[config.mk]
export PLATFORM = sky130hd
export DESIGN_NAME = dccum_top
export DESIGN_NICKNAME = d
export VERILOG_FILES = /design/src/logic/dccum_pkg.sv /design/src/logic/dccum_frame_if.sv /design/src/logic/dccum_shift.sv /design/src/logic/dccum_top.sv
export SDC_FILE = /design/constraint.sdc
export NUM_CORES = 1
export LEC_CHECK = 0
export CELL_PAD_IN_SITES_DETAIL_PLACEMENT = 1
export CELL_PAD_IN_SITES_GLOBAL_PLACEMENT = 1
export CORE_MARGIN = 2
export CORE_UTILIZATION = 48
export DETAILED_ROUTE_END_ITERATION = 8
export DONT_BUFFER_PORTS = 1
export PLACE_DENSITY_LB_ADDON = 0.12
export SYNTH_ARGS = -nofsm -noshare
export SYNTH_HDL_FRONTEND = slang
export SYNTH_HIERARCHICAL = 1
export SYNTH_SLANG_ARGS = --single-unit
export TNS_END_PERCENT = 1
[constraint.sdc]
create_clock -name MCLK -period 2.5 [get_ports MCLK]
set_input_delay 0.25 -clock MCLK [delete_from_list [all_inputs] [get_ports MCLK]]
set_output_delay 0.25 -clock MCLK [all_outputs]
set_load 0.1 [all_outputs]
[src/logic/dccum_pkg.sv]
// Constants shared by the clear-code and update-mask register block
`default_nettype none
package dccum_pkg;
   // Serial frame layout
   localparam int unsigned FRAME_BITS = 32;
   localparam int unsigned CNT_W      = 6;
   localparam logic [5:0]  LAST_BIT   = 6'h1f;
   localparam int unsigned CMD_HI     = 27;
   localparam int unsigned CMD_LO     = 24;
   localparam int unsigned SEL_HI     = 1;
   localparam int unsigned SEL_LO     = 0;
   localparam int unsigned MASK_HI    = 3;
   localparam int unsigned MASK_LO    = 0;
   localparam int unsigned NCH        = 4;

   // Commands
   localparam logic [3:0] CMD_CLEAR_CODE  = 4'h5;
   localparam logic [3:0] CMD_UPDATE_MASK = 4'h6;

   // Clear-code selections and the codes they load
   localparam logic [1:0]  SEL_ZERO  = 2'h0;
   localparam logic [1:0]  SEL_MID   = 2'h1;
   localparam logic [1:0]  SEL_FULL  = 2'h2;
   localparam logic [1:0]  SEL_NOP   = 2'h3;
   localparam logic [15:0] CODE_ZERO = 16'h0000;
   localparam logic [15:0] CODE_MID  = 16'h8000;
   localparam logic [15:0] CODE_FULL = 16'hffff;

   // Reset values
   localparam logic [1:0] SEL_RESET  = SEL_ZERO;
   localparam logic [3:0] MASK_RESET = 4'h0;

   // Pin synchroniser positions
   localparam int unsigned PIN_SCLK  = 0;
   localparam int unsigned PIN_SYNC  = 1;
   localparam int unsigned PIN_SDIN  = 2;
   localparam int unsigned PIN_CLR   = 3;
   localparam int unsigned PIN_LOAD  = 4;
   localparam int unsigned NPINS     = 5;
   localparam logic [4:0]  PIN_IDLE  = 5'h1b;

   typedef enum logic [2:0] {
      SH_IDLE  = 3'h1,
      SH_SHIFT = 3'h2,
      SH_HOLD  = 3'h4
   } dccum_shst_t;
endpackage
`default_nettype wire

[src/logic/dccum_frame_if.sv]
// Carrier between the pin front end and the serial frame shifter
`default_nettype none
interface dccum_frame_if;
   logic        sclk_fall;
   logic        sync_n;
   logic        sdin;
   logic        abort;
   logic        done;
   logic [31:0] word;
   modport shifter (input sclk_fall, input sync_n, input sdin, input abort,
                    output done, output word);
   modport decoder (output sclk_fall, output sync_n, output sdin, output abort,
                    input done, input word);
endinterface
`default_nettype wire

[src/logic/dccum_shift.sv]
// Serial frame shifter: collects 32 bits on falling serial-clock edges
`default_nettype none
module dccum_shift
   import dccum_pkg::*;
(
   input  wire logic      clk,
   input  wire logic      rst,
   dccum_frame_if.shifter frm
);
   dccum_shst_t             st_r;
   logic [CNT_W-1:0]        cnt_r;
   logic [FRAME_BITS-1:0]   sh_r;
   logic [FRAME_BITS-1:0]   word_r;
   logic                    done_r;

   ////////////////////////////////////////////////////////////////////////////////
   // Frame state; an aborted or completed frame waits for the strobe to rise
   always_ff @(posedge clk) begin
      if (rst) begin
         st_r <= SH_IDLE;
      end else begin
         case (st_r)
            SH_IDLE: begin
               // A clear before the first edge still discards the whole frame
               if (!frm.sync_n && frm.abort) begin
                  st_r <= SH_HOLD; // RQ7
               end else if (!frm.sync_n) begin
                  st_r <= SH_SHIFT;
               end
            end
            SH_SHIFT: begin
               if (frm.sync_n) begin
                  st_r <= SH_IDLE;
               end else if (frm.abort) begin
                  st_r <= SH_HOLD; // RQ7
               end else if (frm.sclk_fall && cnt_r == LAST_BIT) begin
                  st_r <= SH_HOLD;
               end
            end
            SH_HOLD: begin
               if (frm.sync_n) begin
                  st_r <= SH_IDLE;
               end
            end
            default: st_r <= SH_IDLE;
         endcase
      end
   end

   ////////////////////////////////////////////////////////////////////////////////
   // Bit counter and shift register
   always_ff @(posedge clk) begin
      if (rst || st_r != SH_SHIFT) begin
         cnt_r <= '0;
      end else if (frm.sclk_fall) begin
         cnt_r <= cnt_r + 6'h01;
      end
   end

   always_ff @(posedge clk) begin
      if (rst) begin
         sh_r <= '0;
      end else if (st_r == SH_SHIFT && frm.sclk_fall) begin
         sh_r <= {sh_r[FRAME_BITS-2:0], frm.sdin};
      end
   end

   ////////////////////////////////////////////////////////////////////////////////
   // Completed word, offered with a one-cycle pulse on the 32nd edge
   always_ff @(posedge clk) begin
      if (rst) begin
         done_r <= 1'b0;
         word_r <= '0;
      end else begin
         done_r <= 1'b0;
         if (st_r == SH_SHIFT && frm.sclk_fall && cnt_r == LAST_BIT
             && !frm.abort && !frm.sync_n) begin
            done_r <= 1'b1;
            word_r <= {sh_r[FRAME_BITS-2:0], frm.sdin};
         end
      end
   end

   assign frm.done = done_r;
   assign frm.word = word_r;
endmodule
`default_nettype wire

[src/logic/dccum_top.sv]
// Clear-code selection and per-channel update override mask of a quad DAC
// Contract
// RQ1 - Selection 00 clears to 0x0000, 01 to 0x8000, 10 to 0xffff, 11 none.
// RQ2 - Command 0101 in bits 27..24 loads selection from bits 1..0.
// RQ3 - Mask bit 0: channel update follows the hardware load strobe pin.
// RQ4 - Mask bit 1: channel updates regardless, as if load strobe low.
// RQ5 - Command 0110 loads mask; bits 3..0 are channels D, C, B, A.
// RQ6 - Clear falling edge loads input and DAC registers with chosen code.
// RQ7 - Clear mode ends at next write's 32nd edge; clear aborts writes.
// RQ8 - After reset mask is zero and selection clears to zero scale.
`default_nettype none
module dccum_top
   import dccum_pkg::*;
(
   input  wire logic        MCLK,
   input  wire logic        RST,
   input  wire logic        SCLK,
   input  wire logic        SYNC_N,
   input  wire logic        SDIN,
   input  wire logic        ASYNC_CLEAR_N,
   input  wire logic        LOAD_STROBE_N,
   output var  logic [1:0]  CLEAR_SEL,
   output var  logic [3:0]  UPDATE_MASK,
   output var  logic [15:0] CLEAR_CODE,
   output var  logic        CLEAR_LOAD,
   output var  logic        CLEAR_MODE,
   output var  logic [3:0]  CH_UPDATE_EN,
   output var  logic        FRAME_VALID,
   output var  logic [31:0] FRAME_WORD,
   output var  logic        FRAME_ABORT
);
   logic [NPINS-1:0]  meta_r;
   logic [NPINS-1:0]  pin_r;
   logic              sclk_d_r;
   logic              clr_d_r;
   logic              clr_fall;
   logic              in_frame;
   logic [3:0]        cmd;
   logic [1:0]        sel_r;
   logic [3:0]        mask_r;
   logic [15:0]       code_nxt;
   logic              clr_load_r;
   logic              clr_mode_r;
   logic [3:0]        upd_r;
   logic              fvalid_r;
   logic [31:0]       fword_r;
   logic              fabort_r;

   dccum_frame_if frm ();

   ////////////////////////////////////////////////////////////////////////////////
   // Pin synchronisers; only the second stage and its delayed copy are read
   always_ff @(posedge MCLK) begin
      if (RST) begin
         meta_r <= PIN_IDLE;
         pin_r  <= PIN_IDLE;
      end else begin
         meta_r <= {LOAD_STROBE_N, ASYNC_CLEAR_N, SDIN, SYNC_N, SCLK};
         pin_r  <= meta_r;
      end
   end

   always_ff @(posedge MCLK) begin
      if (RST) begin
         sclk_d_r <= 1'b1;
         clr_d_r  <= 1'b1;
      end else begin
         sclk_d_r <= pin_r[PIN_SCLK];
         clr_d_r  <= pin_r[PIN_CLR];
      end
   end

   assign clr_fall = clr_d_r && !pin_r[PIN_CLR];
   assign in_frame = !pin_r[PIN_SYNC];

   // Clear is checked before the shifter sees an edge, so a clear in flight wins
   assign frm.sclk_fall = sclk_d_r && !pin_r[PIN_SCLK];
   assign frm.sync_n    = pin_r[PIN_SYNC];
   assign frm.sdin      = pin_r[PIN_SDIN];
   assign frm.abort     = clr_fall; // RQ7

   dccum_shift u_shift (
      .clk (MCLK),
      .rst (RST),
      .frm (frm)
   );

   assign cmd = frm.word[CMD_HI:CMD_LO];

   ////////////////////////////////////////////////////////////////////////////////
   // Configuration registers; address and don't-care bits are not decoded
   always_ff @(posedge MCLK) begin
      if (RST) begin
         sel_r <= SEL_RESET; // RQ8
      end else if (frm.done && cmd == CMD_CLEAR_CODE) begin
         sel_r <= frm.word[SEL_HI:SEL_LO]; // RQ2
      end
   end

   always_ff @(posedge MCLK) begin
      if (RST) begin
         mask_r <= MASK_RESET; // RQ8
      end else if (frm.done && cmd == CMD_UPDATE_MASK) begin
         mask_r <= frm.word[MASK_HI:MASK_LO]; // RQ5
      end
   end

   ////////////////////////////////////////////////////////////////////////////////
   // Clear code lookup
   always_comb begin
      case (sel_r)
         SEL_ZERO: code_nxt = CODE_ZERO; // RQ1
         SEL_MID:  code_nxt = CODE_MID; // RQ1
         SEL_FULL: code_nxt = CODE_FULL; // RQ1
         default:  code_nxt = CODE_ZERO;
      endcase
   end

   ////////////////////////////////////////////////////////////////////////////////
   // Clear event: one pulse loads every input and DAC register
   always_ff @(posedge MCLK) begin
      if (RST) begin
         clr_load_r <= 1'b0;
      end else begin
         clr_load_r <= clr_fall && sel_r != SEL_NOP; // RQ6 RQ1
      end
   end

   // Set wins: a clear on the very edge that ends a write keeps the mode
   always_ff @(posedge MCLK) begin
      if (RST) begin
         clr_mode_r <= 1'b0;
      end else if (clr_fall && sel_r != SEL_NOP) begin
         clr_mode_r <= 1'b1;
      end else if (frm.done) begin
         clr_mode_r <= 1'b0; // RQ7
      end
   end

   ////////////////////////////////////////////////////////////////////////////////
   // Per-channel update permission: pin low or override set
   always_ff @(posedge MCLK) begin
      if (RST) begin
         upd_r <= '0;
      end else begin
         upd_r <= mask_r | {NCH{!pin_r[PIN_LOAD]}}; // RQ3 RQ4
      end
   end

   ////////////////////////////////////////////////////////////////////////////////
   // Every completed frame is offered to the rest of the command decoder
   always_ff @(posedge MCLK) begin
      if (RST) begin
         fvalid_r <= 1'b0;
         fword_r  <= '0;
         fabort_r <= 1'b0;
      end else begin
         fvalid_r <= frm.done;
         fabort_r <= clr_fall && in_frame; // RQ7
         if (frm.done) begin
            fword_r <= frm.word;
         end
      end
   end

   // Code is registered so the data output stays glitch free
   always_ff @(posedge MCLK) begin
      if (RST) begin
         CLEAR_CODE <= CODE_ZERO;
      end else begin
         CLEAR_CODE <= code_nxt;
      end
   end

   assign CLEAR_SEL    = sel_r;
   assign UPDATE_MASK  = mask_r;
   assign CLEAR_LOAD   = clr_load_r;
   assign CLEAR_MODE   = clr_mode_r;
   assign CH_UPDATE_EN = upd_r;
   assign FRAME_VALID  = fvalid_r;
   assign FRAME_WORD   = fword_r;
   assign FRAME_ABORT  = fabort_r;
endmodule
`default_nettype wire

# --- Word level (Yosys, flattened, before mapping) ---
# Index checks and enable logic that the tools add are counted.
classes:
  addsub: 1
  eq_ne: 13
  mux: 11
  bitwise_logic: 1
  n_reduce_logical: 19
ops:
  columns: ["cell", "count"]
  rows:
  - ["case mux 16 bit (2 select lines)", 1]
  - ["two-way mux 3 bit", 6]
  - ["logical AND 1 bit", 11]
  - ["case mux 3 bit (3 select lines)", 1]
  - ["== test 4 x 3 -> 1 bit, second input constant", 2]
  - ["adder 6 x 1 -> 6 bit, second input constant", 1]
  - ["== test 6 x 5 -> 1 bit, second input constant", 1]
  - ["zero test 1 bit", 5]
  - ["!= test 2 bit, second input constant", 2]
  - ["!= test 4 x 3 -> 1 bit, second input constant", 1]
  - ["bitwise OR 4 bit", 1]
  - ["== test 3 x 1 -> 1 bit, second input constant", 1]
  - ["== test 3 x 2 -> 1 bit, second input constant", 1]
  - ["== test 3 bit, second input constant", 1]
  - ["two-way mux 1 bit", 3]
  - ["!= test 3 x 2 -> 1 bit, second input constant", 1]
  - ["!= test 3 bit, second input constant", 1]
  - ["AND reduction 3 bit", 1]
  - ["== test 2 x 1 -> 1 bit, second input constant", 1]
  - ["== test 2 bit, second input constant", 1]
  - ["nonzero test 2 bit", 1]
  - ["logical OR 1 bit", 1]
word_totals:
  ff_bits: 147
  input_bits: 7
  output_inout_bits: 62
  word_cells: 63

# --- Logic depth before layout (Yosys ltp) ---
# Gate-level depths: netlist (run 1).
depth:
  ltp_word: 7
  mapped_depth: 7

# --- Cells and area by module ---
# The synthesis (run 1) kept the hierarchy.
modules_own_cells:
  columns: ["mod", "n_inst", "cells_each", "area_per_inst_um2", "seq_area_each_um2"]
  rows:
  - ["dccum_shift", 1, 296, 2707.6, 1461.4]
  - ["dccum_top", 1, 202, 2162.1, 1201.2]

# --- Worst setup path before layout (run 1) ---
# Ideal clock, no wire load.
synth_timing:
  kind: "flip-flop to flip-flop"
  from: "reg pin_r[3]"
  to: "reg u_shift.word_r[10], in the netlist u_shift/frm.word[10]"
  arrival_time_ps: 1799
  path_slack_ps: 573
  path_stages_with_launch: 8
  path_buffers: 1
  period_less_slack_ps: 1927
  cell_sequence: "dfxtp_1 > nand2b_1 > inv_1 > or3_4 > nor4_4 > buf_6 > mux2i_1 > nor2_1"
synth_via:
  elab_chain_cells: 5
synth_lines:
  columns: ["item", "line", "rtl"]
  rows:
  - ["start, declared", "dccum_top.sv:33", "logic [NPINS-1:0] pin_r;"]
  - ["start signal, assigned", "dccum_top.sv:59", "pin_r <= meta_r;"]
  - ["zero test 1 bit", "dccum_top.sv:73", "assign clr_fall = clr_d_r && !pin_r[PIN_CLR];"]
  - ["logical AND 1 bit", "dccum_top.sv:73", null]
  - ["named net clr_fall", "dccum_top.sv:36", "logic clr_fall;"]
  - ["zero test 1 bit", "dccum_shift.sv:77", "&& !frm.abort && !frm.sync_n) begin"]
  - ["logical AND 1 bit (2 in series)", "dccum_shift.sv:77", null]
  - ["end signal, assigned", "dccum_shift.sv:79", "word_r <= {sh_r[FRAME_BITS-2:0], frm.sdin};"]
  - ["end, declared", "dccum_shift.sv:13", "logic [FRAME_BITS-1:0] word_r;"]
# The timed path passes the listed nets, and every way through them passes these cells.
# A chain may end at the register's enable or synchronous reset.

# --- Worst setup path after layout (run 1) ---
layout_timing:
  from: "reg pin_r[3]"
  to: "reg u_shift.word_r[31], in the netlist u_shift/frm.word[31]"
# Same word-level chain as after synthesis.

==> results of run 1 <==
## final cells by class
cell class              count  area [um2]  area share [%]
well taps                 133         166            2.93
clock inverters             5        50.0           0.882
multi-input cells         312        1920            33.8
inverters                   7        26.3           0.463
clock buffers              25         474            8.36
repair buffers             37         370            6.53
flip-flops and latches    133        2670            47.0
## flip-flops by register name, indices dropped and copies added, names as in the netlist
name	flops
CH_UPDATE_EN	4
CLEAR_CODE	2
CLEAR_LOAD	1
CLEAR_MODE	1
CLEAR_SEL	2
FRAME_ABORT	1
FRAME_VALID	1
FRAME_WORD	32
UPDATE_MASK	4
clr_d_r	1
meta_r	5
pin_r	5
sclk_d_r	1
u_shift/cnt_r	6
u_shift/frm.done	1
u_shift/frm.word	32
u_shift/sh_r	31
u_shift/st_r	3
## critical path, stage by stage (launching register included)
cell and delay (ns):
dfxtp_1 0.31, nand2b_1 0.16, inv_1 0.08, or3_4 0.39
nor4_4 0.31, buf_12 0.29, mux2i_1 0.26, nor2_1 0.07
## kinds of logic after synthesis
kind of cell             Yosys count  share of synthesized area, %
adder cells (fa/ha/maj)            3                         0.771
XOR/XNOR                           4                         0.720
AO/OA/AOI/OAI                     45                          4.83
multiplexers                      71                          14.6
AND/OR/NAND/NOR                  189                          18.4
buffers and inverters             53                          6.01
flip-flops                       133                          54.7
## cell usage in the layout, fill, tap and decap left out, types with 2 or more instances in the layout
master and count:
a21oi_1 40, buf_12 3, buf_16 2, buf_4 26, clkbuf_1 5, clkbuf_16 16, clkbuf_8 4, clkinv_2 4
dfxtp_1 131, dlygate4sd3_1 6, ha_1 3, inv_1 7, mux2i_1 71, nand2_1 64, nand2b_1 15, nand3b_1 2
nand4_1 2, nor2_1 71, nor2b_1 8, nor3_1 5, or2_1 8, or2_2 3, or3_1 2, xor2_1 3
## through the flow
stage	util [%]	std cells	hold WS [ns]
after global routing	57.8	652	0.0458
after floorplan	-	498	0.347
after CTS	57.8	652	0.0263
after detailed placement	51.6	615	0.328
after global placement	51.6	615	0.321
final	57.8	652	0.0515
## worst max path at each step
stage | depth (start not counted) | from | end | slack, ns
4_1_cts | 7 | pin_r[3]$_SDFF_PP1_ | u_shift/frm.word[31]$_SDFFE_PP0P_ | 0.47
5_1_grt | 7 | pin_r[3]$_SDFF_PP1_ | u_shift/frm.word[31]$_SDFFE_PP0P_ | 0.39
3_5_place_dp | 7 | pin_r[3]$_SDFF_PP1_ | u_shift/frm.word[31]$_SDFFE_PP0P_ | 0.52
6_report | 7 | pin_r[3]$_SDFF_PP1_ | u_shift/frm.word[31]$_SDFFE_PP0P_ | 0.48
3_3_place_gp | 7 | pin_r[3]$_SDFF_PP1_ | u_shift/frm.word[7]$_SDFFE_PP0P_ | 0.61
2_1_floorplan | 7 | pin_r[3]$_SDFF_PP1_ | u_shift/frm.word[10]$_SDFFE_PP0P_ | 0.57
## power by group through the flow
stage | logic (mW) | clock network [mW] | registers (mW)
after floorplan | 0.127 | 0 | 2.23
after global placement | 0.119 | 0 | 2.23
after detailed placement | 0.127 | 0 | 2.23
after CTS | 0.174 | 2.26 | 2.19
after global routing | 0.194 | 2.36 | 2.19
final | 0.173 | 2.23 | 2.19
## routing by layer
metal / wire length [um] / GRT usage, % / vias up
met3: 367 / 5.99 / 12
met2: 5160 / 33.1 / 44
met1: 4470 / 21.9 / 1589
met4: 157 / 7.71 / 0
li1: - / - / 1635
met5: 0 / 0 / -
## repair_timing
item,in CTS,in global routing
hold buffers,7,0
hold endpoints to repair,127,0
buffers inserted,0,0
==> reports/qor.csv, run 1 <==
metric,value,unit
first-pass GRT wire length,16600,um
RSZ-0062 raised after global routing,no,
fin crit share,80.9,%
post-route cell area,5670,um2
row cnt,36,
hold path endpoint,u_shift/cnt_r[5]$_SDFFE_PP0P_,
Resize count post-CTS,0,
Setup crit end kind,flip-flop,
Synth Cell Area,4870,um2
Area Overhead vs Synth,16.5,%
Internal Dissipation,3.59,mW
slew margin rel.,34.4,%
GRT Util Overall,19.1,%
Synth Instances,498,
register area share after synthesis,54.7,%
Fmax,0.494,GHz
"EDFF count, synth",0,
status,completed,
Peak VDD IR,0.393,mV
"Min Clock Period, post-route",2.02,ns
DRC viols,0,
Final ANT Viol Nets,0,
flop2flop setup slack,0.48,ns
Die W,105,um
placed cell areas,5060,um2
vias in the first global route,3385,
Final WS setup,0.477,ns
r2r worst-path depth,7,
LEAKAGE,1.98,nW
hold crit path type,input port to flip-flop,
combinational power share,3.8,%
final setup violation count,0,
Reg power frac,47.7,%
Net Sw Frac,21.7,%
synthesized flop and latch total,133,
Core Area,9820,um2
Die Ht,105,um
routability-driven placement congestion ratio,0.739,
Worst-Margin Slew,0.983,ns
CTS Buf Count,17,
Power Total,4.59,mW
most frequent cell after synthesis,dfxtp_1,
syn avg cell area,9.78,um2
routed wire length,10100,um
Setup WS pre-CTS,0.523,ns
share of the synthesized area in the top cell type,54.7,%
worst reg2reg path endpoint,u_shift/frm.word[31]$_SDFFE_PP0P_,
Synth async-reset ratio,0,%
clock skew,0.00830,ns
root buffer cell,clkbuf_8,
router iterations before antenna repair,4,
crit path launch type,flip-flop,
top post-synthesis cells by count,"133 x dfxtp_1, 71 x mux2i_1, 71 x nor2_1",
beginning of the worst hold path,RST,
crit path kind,flip-flop to flip-flop,
Crit Path Max Fanout,33,
"top cells by area, synth","dfxtp_1 55%, mux2i_1 15%, nor2_1 5.5%, nand2_1 4.9%, a21oi_1 4.1%",
via count,3280,
fin nets,518,
io pins,69,
clock sinks,133,
Max clock buf depth,2,
CTS H-tree lvls,4,
fill count,1129,
HPWL after detailed placement,5890,um
Max-cap violations,0,
Synth area leader,dfxtp_1,
# diodes,0,
CP required,2.88,ns
Worst EP arrival,2.40,ns
largest net degree at the start of global routing,132,
starting density of the core,49.6,%
final hold violation count,0,
Initial DRC Count,119,
Net Sw Power,0.994,mW
Yosys Warn Count,6,
"Slew Viols, Final",0,
proportion of layout cells with a drive suffix above 1,13.1,%
Fin Setup TNS,0,ns
CTS tree,done,
initial antenna violation count,0,
Yosys cell types,36,
PwrDens,809,nW/um2
Main synth FF type,dfxtp_1,
Clock Latency Late Sink,0.52,ns
routed vias/inst,5.03,
FF-to-FF Start,pin_r[3]$_SDFF_PP1_,
grt ovf,0,
Clock Pin Slew Worst Setup and Hold Paths,0.06,ns
Hold Crit Depth,2,
DR WL/cell,15.6,um
Clock power frac,48.5,%
port bufs,0,
Synthesized Nets,508,
die footprint,11000,um2
Note: power is estimated with default switching activity, not from simulation.
==> inputs of run 2 (changes only) <==
ABC_AREA = 1   (was default)
CORE_UTILIZATION = 42   (was 48)
clock period = 1.85 ns   (was 2.5 ns; I/O delays follow)
==> run 2 against run 1 <==
  * Cell area grew 8.7%
  * Sequential share of layout area shrank 3.8 points
  * Final cell count increased by 28%
  * Combinational power increased by 36%
  * Global-route usage barely moved
  * Largest cell class unchanged
  * Highest routed layer unchanged
  * Critical path depth fell by 6
  * Die area is 20% higher
  * Power grew 37%
==> reports/qor.csv, run 2 <==
metric,value,unit,change
Synthesized Nets,655,,+29%
worst path buffer plus inverter count,1,,-1
Die Ht,115,um,+9.6%
clock skew,0.00590,ns,-0.00240 ns
first-pass GRT wire length,20100,um,+22%
DRC viols,0,,unchanged
routed wire length,11700,um,+16%
fin crit share,96.1,%,
Power Total,6.27,mW,+37%
max incr delay on CP,0.78,ns,+0.39 ns
crit-path cells,buf_12,,
Clock Pin Slew Worst Setup and Hold Paths,0.05,ns,about the same
"EDFF count, synth",0,,unchanged
area occupied by multi-input gates,1940,um2,+0.91%
CTS tree,done,,
starting density of the core,42.9,%,-6.7 points
"Min Clock Period, post-route",1.78,ns,
Worst-Margin Slew,0.863,ns,-0.121 ns
Reg power frac,46.4,%,-1.3 points
DR WL/cell,14.0,um,-9.9%
Synth Cell Area,5150,um2,+5.9%
Synth Instances,645,,+30%
CP required,1.66,ns,-1.22 ns
CTS H-tree lvls,4,,unchanged
Final ANT Viol Nets,0,,unchanged
"most common cell after layout, fill and taps aside",dfxtp_1,,
# diodes,0,,unchanged
fin nets,688,,+33%
register area share after synthesis,51.7,%,-3.0 points
r2r worst-path depth,8,,+1
FF-to-FF Start,pin_r[0]$_SDFF_PP1_,,
RSZ-0062 raised after global routing,no,,
port bufs,0,,unchanged
final hold violation count,0,,unchanged
Fmax,0.563,GHz,
flop2flop setup slack,0.28,ns,-0.20 ns
router iterations before antenna repair,4,,unchanged
Fin Setup TNS,0,ns,unchanged
LEAKAGE,2.56,nW,+29%
syn avg cell area,7.99,um2,-18%
Yosys Warn Count,6,,unchanged
Synth async-reset ratio,0,%,unchanged
status,completed,,
Clock Latency Late Sink,0.41,ns,-0.11 ns
largest net degree at the start of global routing,64,,-52%
Crit Path Max Fanout,9,,-73%
"top cells by area, synth","dfxtp_1 52%, nor2_1 8.8%, o21ai_0 6.1%, a21oi_1 4.5%, inv_1 4.4%",,
slew margin rel.,42.5,%,+8.1 points
Max-cap violations,0,,unchanged
fill count,1456,,+29%
Hold Crit Depth,4,,+2
Yosys cell types,30,,-17%
beginning of the worst hold path,RST,,
crit path launch type,flip-flop,,
Internal Dissipation,4.94,mW,+37%
Core Area,12000,um2,+22%
clock sinks,133,,unchanged
most frequent cell after synthesis,dfxtp_1,,
top post-synthesis cells by count,"133 x dfxtp_1, 121 x nor2_1, 63 x o21ai_0",,
Max clock buf depth,2,,unchanged
via count,4188,,+28%
Clock power frac,49.8,%,+1.3 points
PwrDens,1020,nW/um2,+26%
io pins,69,,unchanged
Synth area leader,dfxtp_1,,
routability-driven placement congestion ratio,0.737,,-0.19%
Peak VDD IR,0.440,mV,+12%
HPWL after detailed placement,7500,um,+27%
proportion of layout cells with a drive suffix above 1,19.9,%,+6.8 points
combinational power share,3.8,%,about the same
grt ovf,0,,unchanged
vias in the first global route,4372,,+29%
Area Overhead vs Synth,19.6,%,
Net Sw Frac,21.2,%,-0.45 points
die footprint,13200,um2,+20%
routed vias/inst,5.00,,-0.54%
"Largest delay share family, worst path",buffers and inverters,,
CP max-delay cell,buf_12,,
Die W,115,um,+9.6%
GRT Util Overall,19.2,%,about the same
post-CTS setup buffers,0,,unchanged
"commonest non-fill, non-tap cells in the layout","132 x dfxtp_1, 119 x nor2_1, 63 x o21ai_0",,
initial antenna violation count,0,,unchanged
Setup crit end kind,primary output,,
hold path endpoint,UPDATE_MASK[0]$_SDFFE_PP0P_,,
row cnt,40,,+11%
Main synth FF type,dfxtp_1,,
CTS Buf Count,17,,unchanged
Net Sw Power,1.33,mW,+34%
worst reg2reg path endpoint,u_shift/frm.word[10]$_SDFFE_PP0P_,,
Hold Worst Slack,0.204,ns,+0.152 ns
share of the synthesized area in the top cell type,51.7,%,-3.0 points
final setup violation count,0,,unchanged
"Slew Viols, Final",0,,unchanged
register area,2670,um2,about the same
root buffer cell,clkbuf_16,,
Initial DRC Count,176,,+48%
Worst EP arrival,1.59,ns,-0.81 ns
crit path kind,flip-flop to primary output,,
hold crit path type,input port to flip-flop,,
synthesized flop and latch total,133,,unchanged
[run 2: cell count changes in the layout (fill, tap and decap cells not counted), sizes merged, moves of 6 or more]
cell    previous run  this run
a21oi             40        46
buf               31        60
inv                7        62
mux2i             71         0
nand2b            15         0
nand3              0        19
nand4              2        34
nor2              71       152
nor2b              8         0
o21ai              1        63
[run 2: logic make-up (layout without fill, tap and decap cells)]
kind of cell               Yosys count  count (layout)  share of synthesized area (%)
xor gates and xnor gates             1               1                          0.170
buffers and inverters              115             160                           10.9
AOI/OAI and AO/OA                  109             109                           10.6
and+or+nand+nor                    284             284                           26.0
adders and majority gates            3               3                          0.728
DFF                                133             133                           51.7
[run 2: worst max-delay path by stage]
stage | start | end | slack, ns | depth (start not counted)
2_1_floorplan | CLEAR_CODE[14]$_SDFF_PP0_ | CLEAR_CODE[10] | 0.08 | 1
3_3_place_gp | sclk_d_r$_SDFF_PP1_ | u_shift/frm.word[18]$_SDFFE_PP0P_ | 0.24 | 9
3_5_place_dp | sclk_d_r$_SDFF_PP1_ | u_shift/frm.word[10]$_SDFFE_PP0P_ | 0.15 | 9
4_1_cts | RST | u_shift/sh_r[13]$_SDFFE_PP0P_ | 0.02 | 5
5_1_grt | CLEAR_CODE[14]$_SDFF_PP0_ | CLEAR_CODE[2] | 0.03 | 1
6_report | CLEAR_CODE[14]$_SDFF_PP0_ | CLEAR_CODE[10] | 0.07 | 1
[run 2: area by class of cell]
class	instances	share of cell area, %
clock buffer	27	8.16
clock inverter	4	0.730
inverter	63	3.83
multi-input combinational	397	31.4
sequential	133	43.2
tap	147	2.98
timing repair buffer	66	9.66
[run 2: repair_timing]
action / CTS / global route
endpoints found under the hold margin: 27 / 0
hold buffers: 6 / 0
resized for setup: 0 / 2
setup endpoints to repair: 0 / 61
[run 2: power groups by stage]
stage	clock, mW	combinational, mW	sequential [mW]
floorplan	0	0.147	3.00
global placement	0	0.210	2.97
detailed placement	0	0.217	2.97
CTS	3.21	0.238	2.91
global route	3.32	0.267	2.91
finish	3.12	0.236	2.91
[run 2: layer usage]
layer,track usage (%),share of wire [%]
met1,22.1,44
met2,34.2,51
met3,4.38,3.3
met4,7.87,1.2
met5,0,0
[run 2: metrics by stage]
stage	std cells	setup slack, ns	util, %	instance area, um2
floorplan	645	0.0752	-	5150
global placement	800	0.243	46.2	5550
detailed placement	800	0.150	46.2	5550
CTS	837	0.0190	51.3	6160
global route	837	0.0269	51.3	6170
finish	837	0.0727	51.3	6170
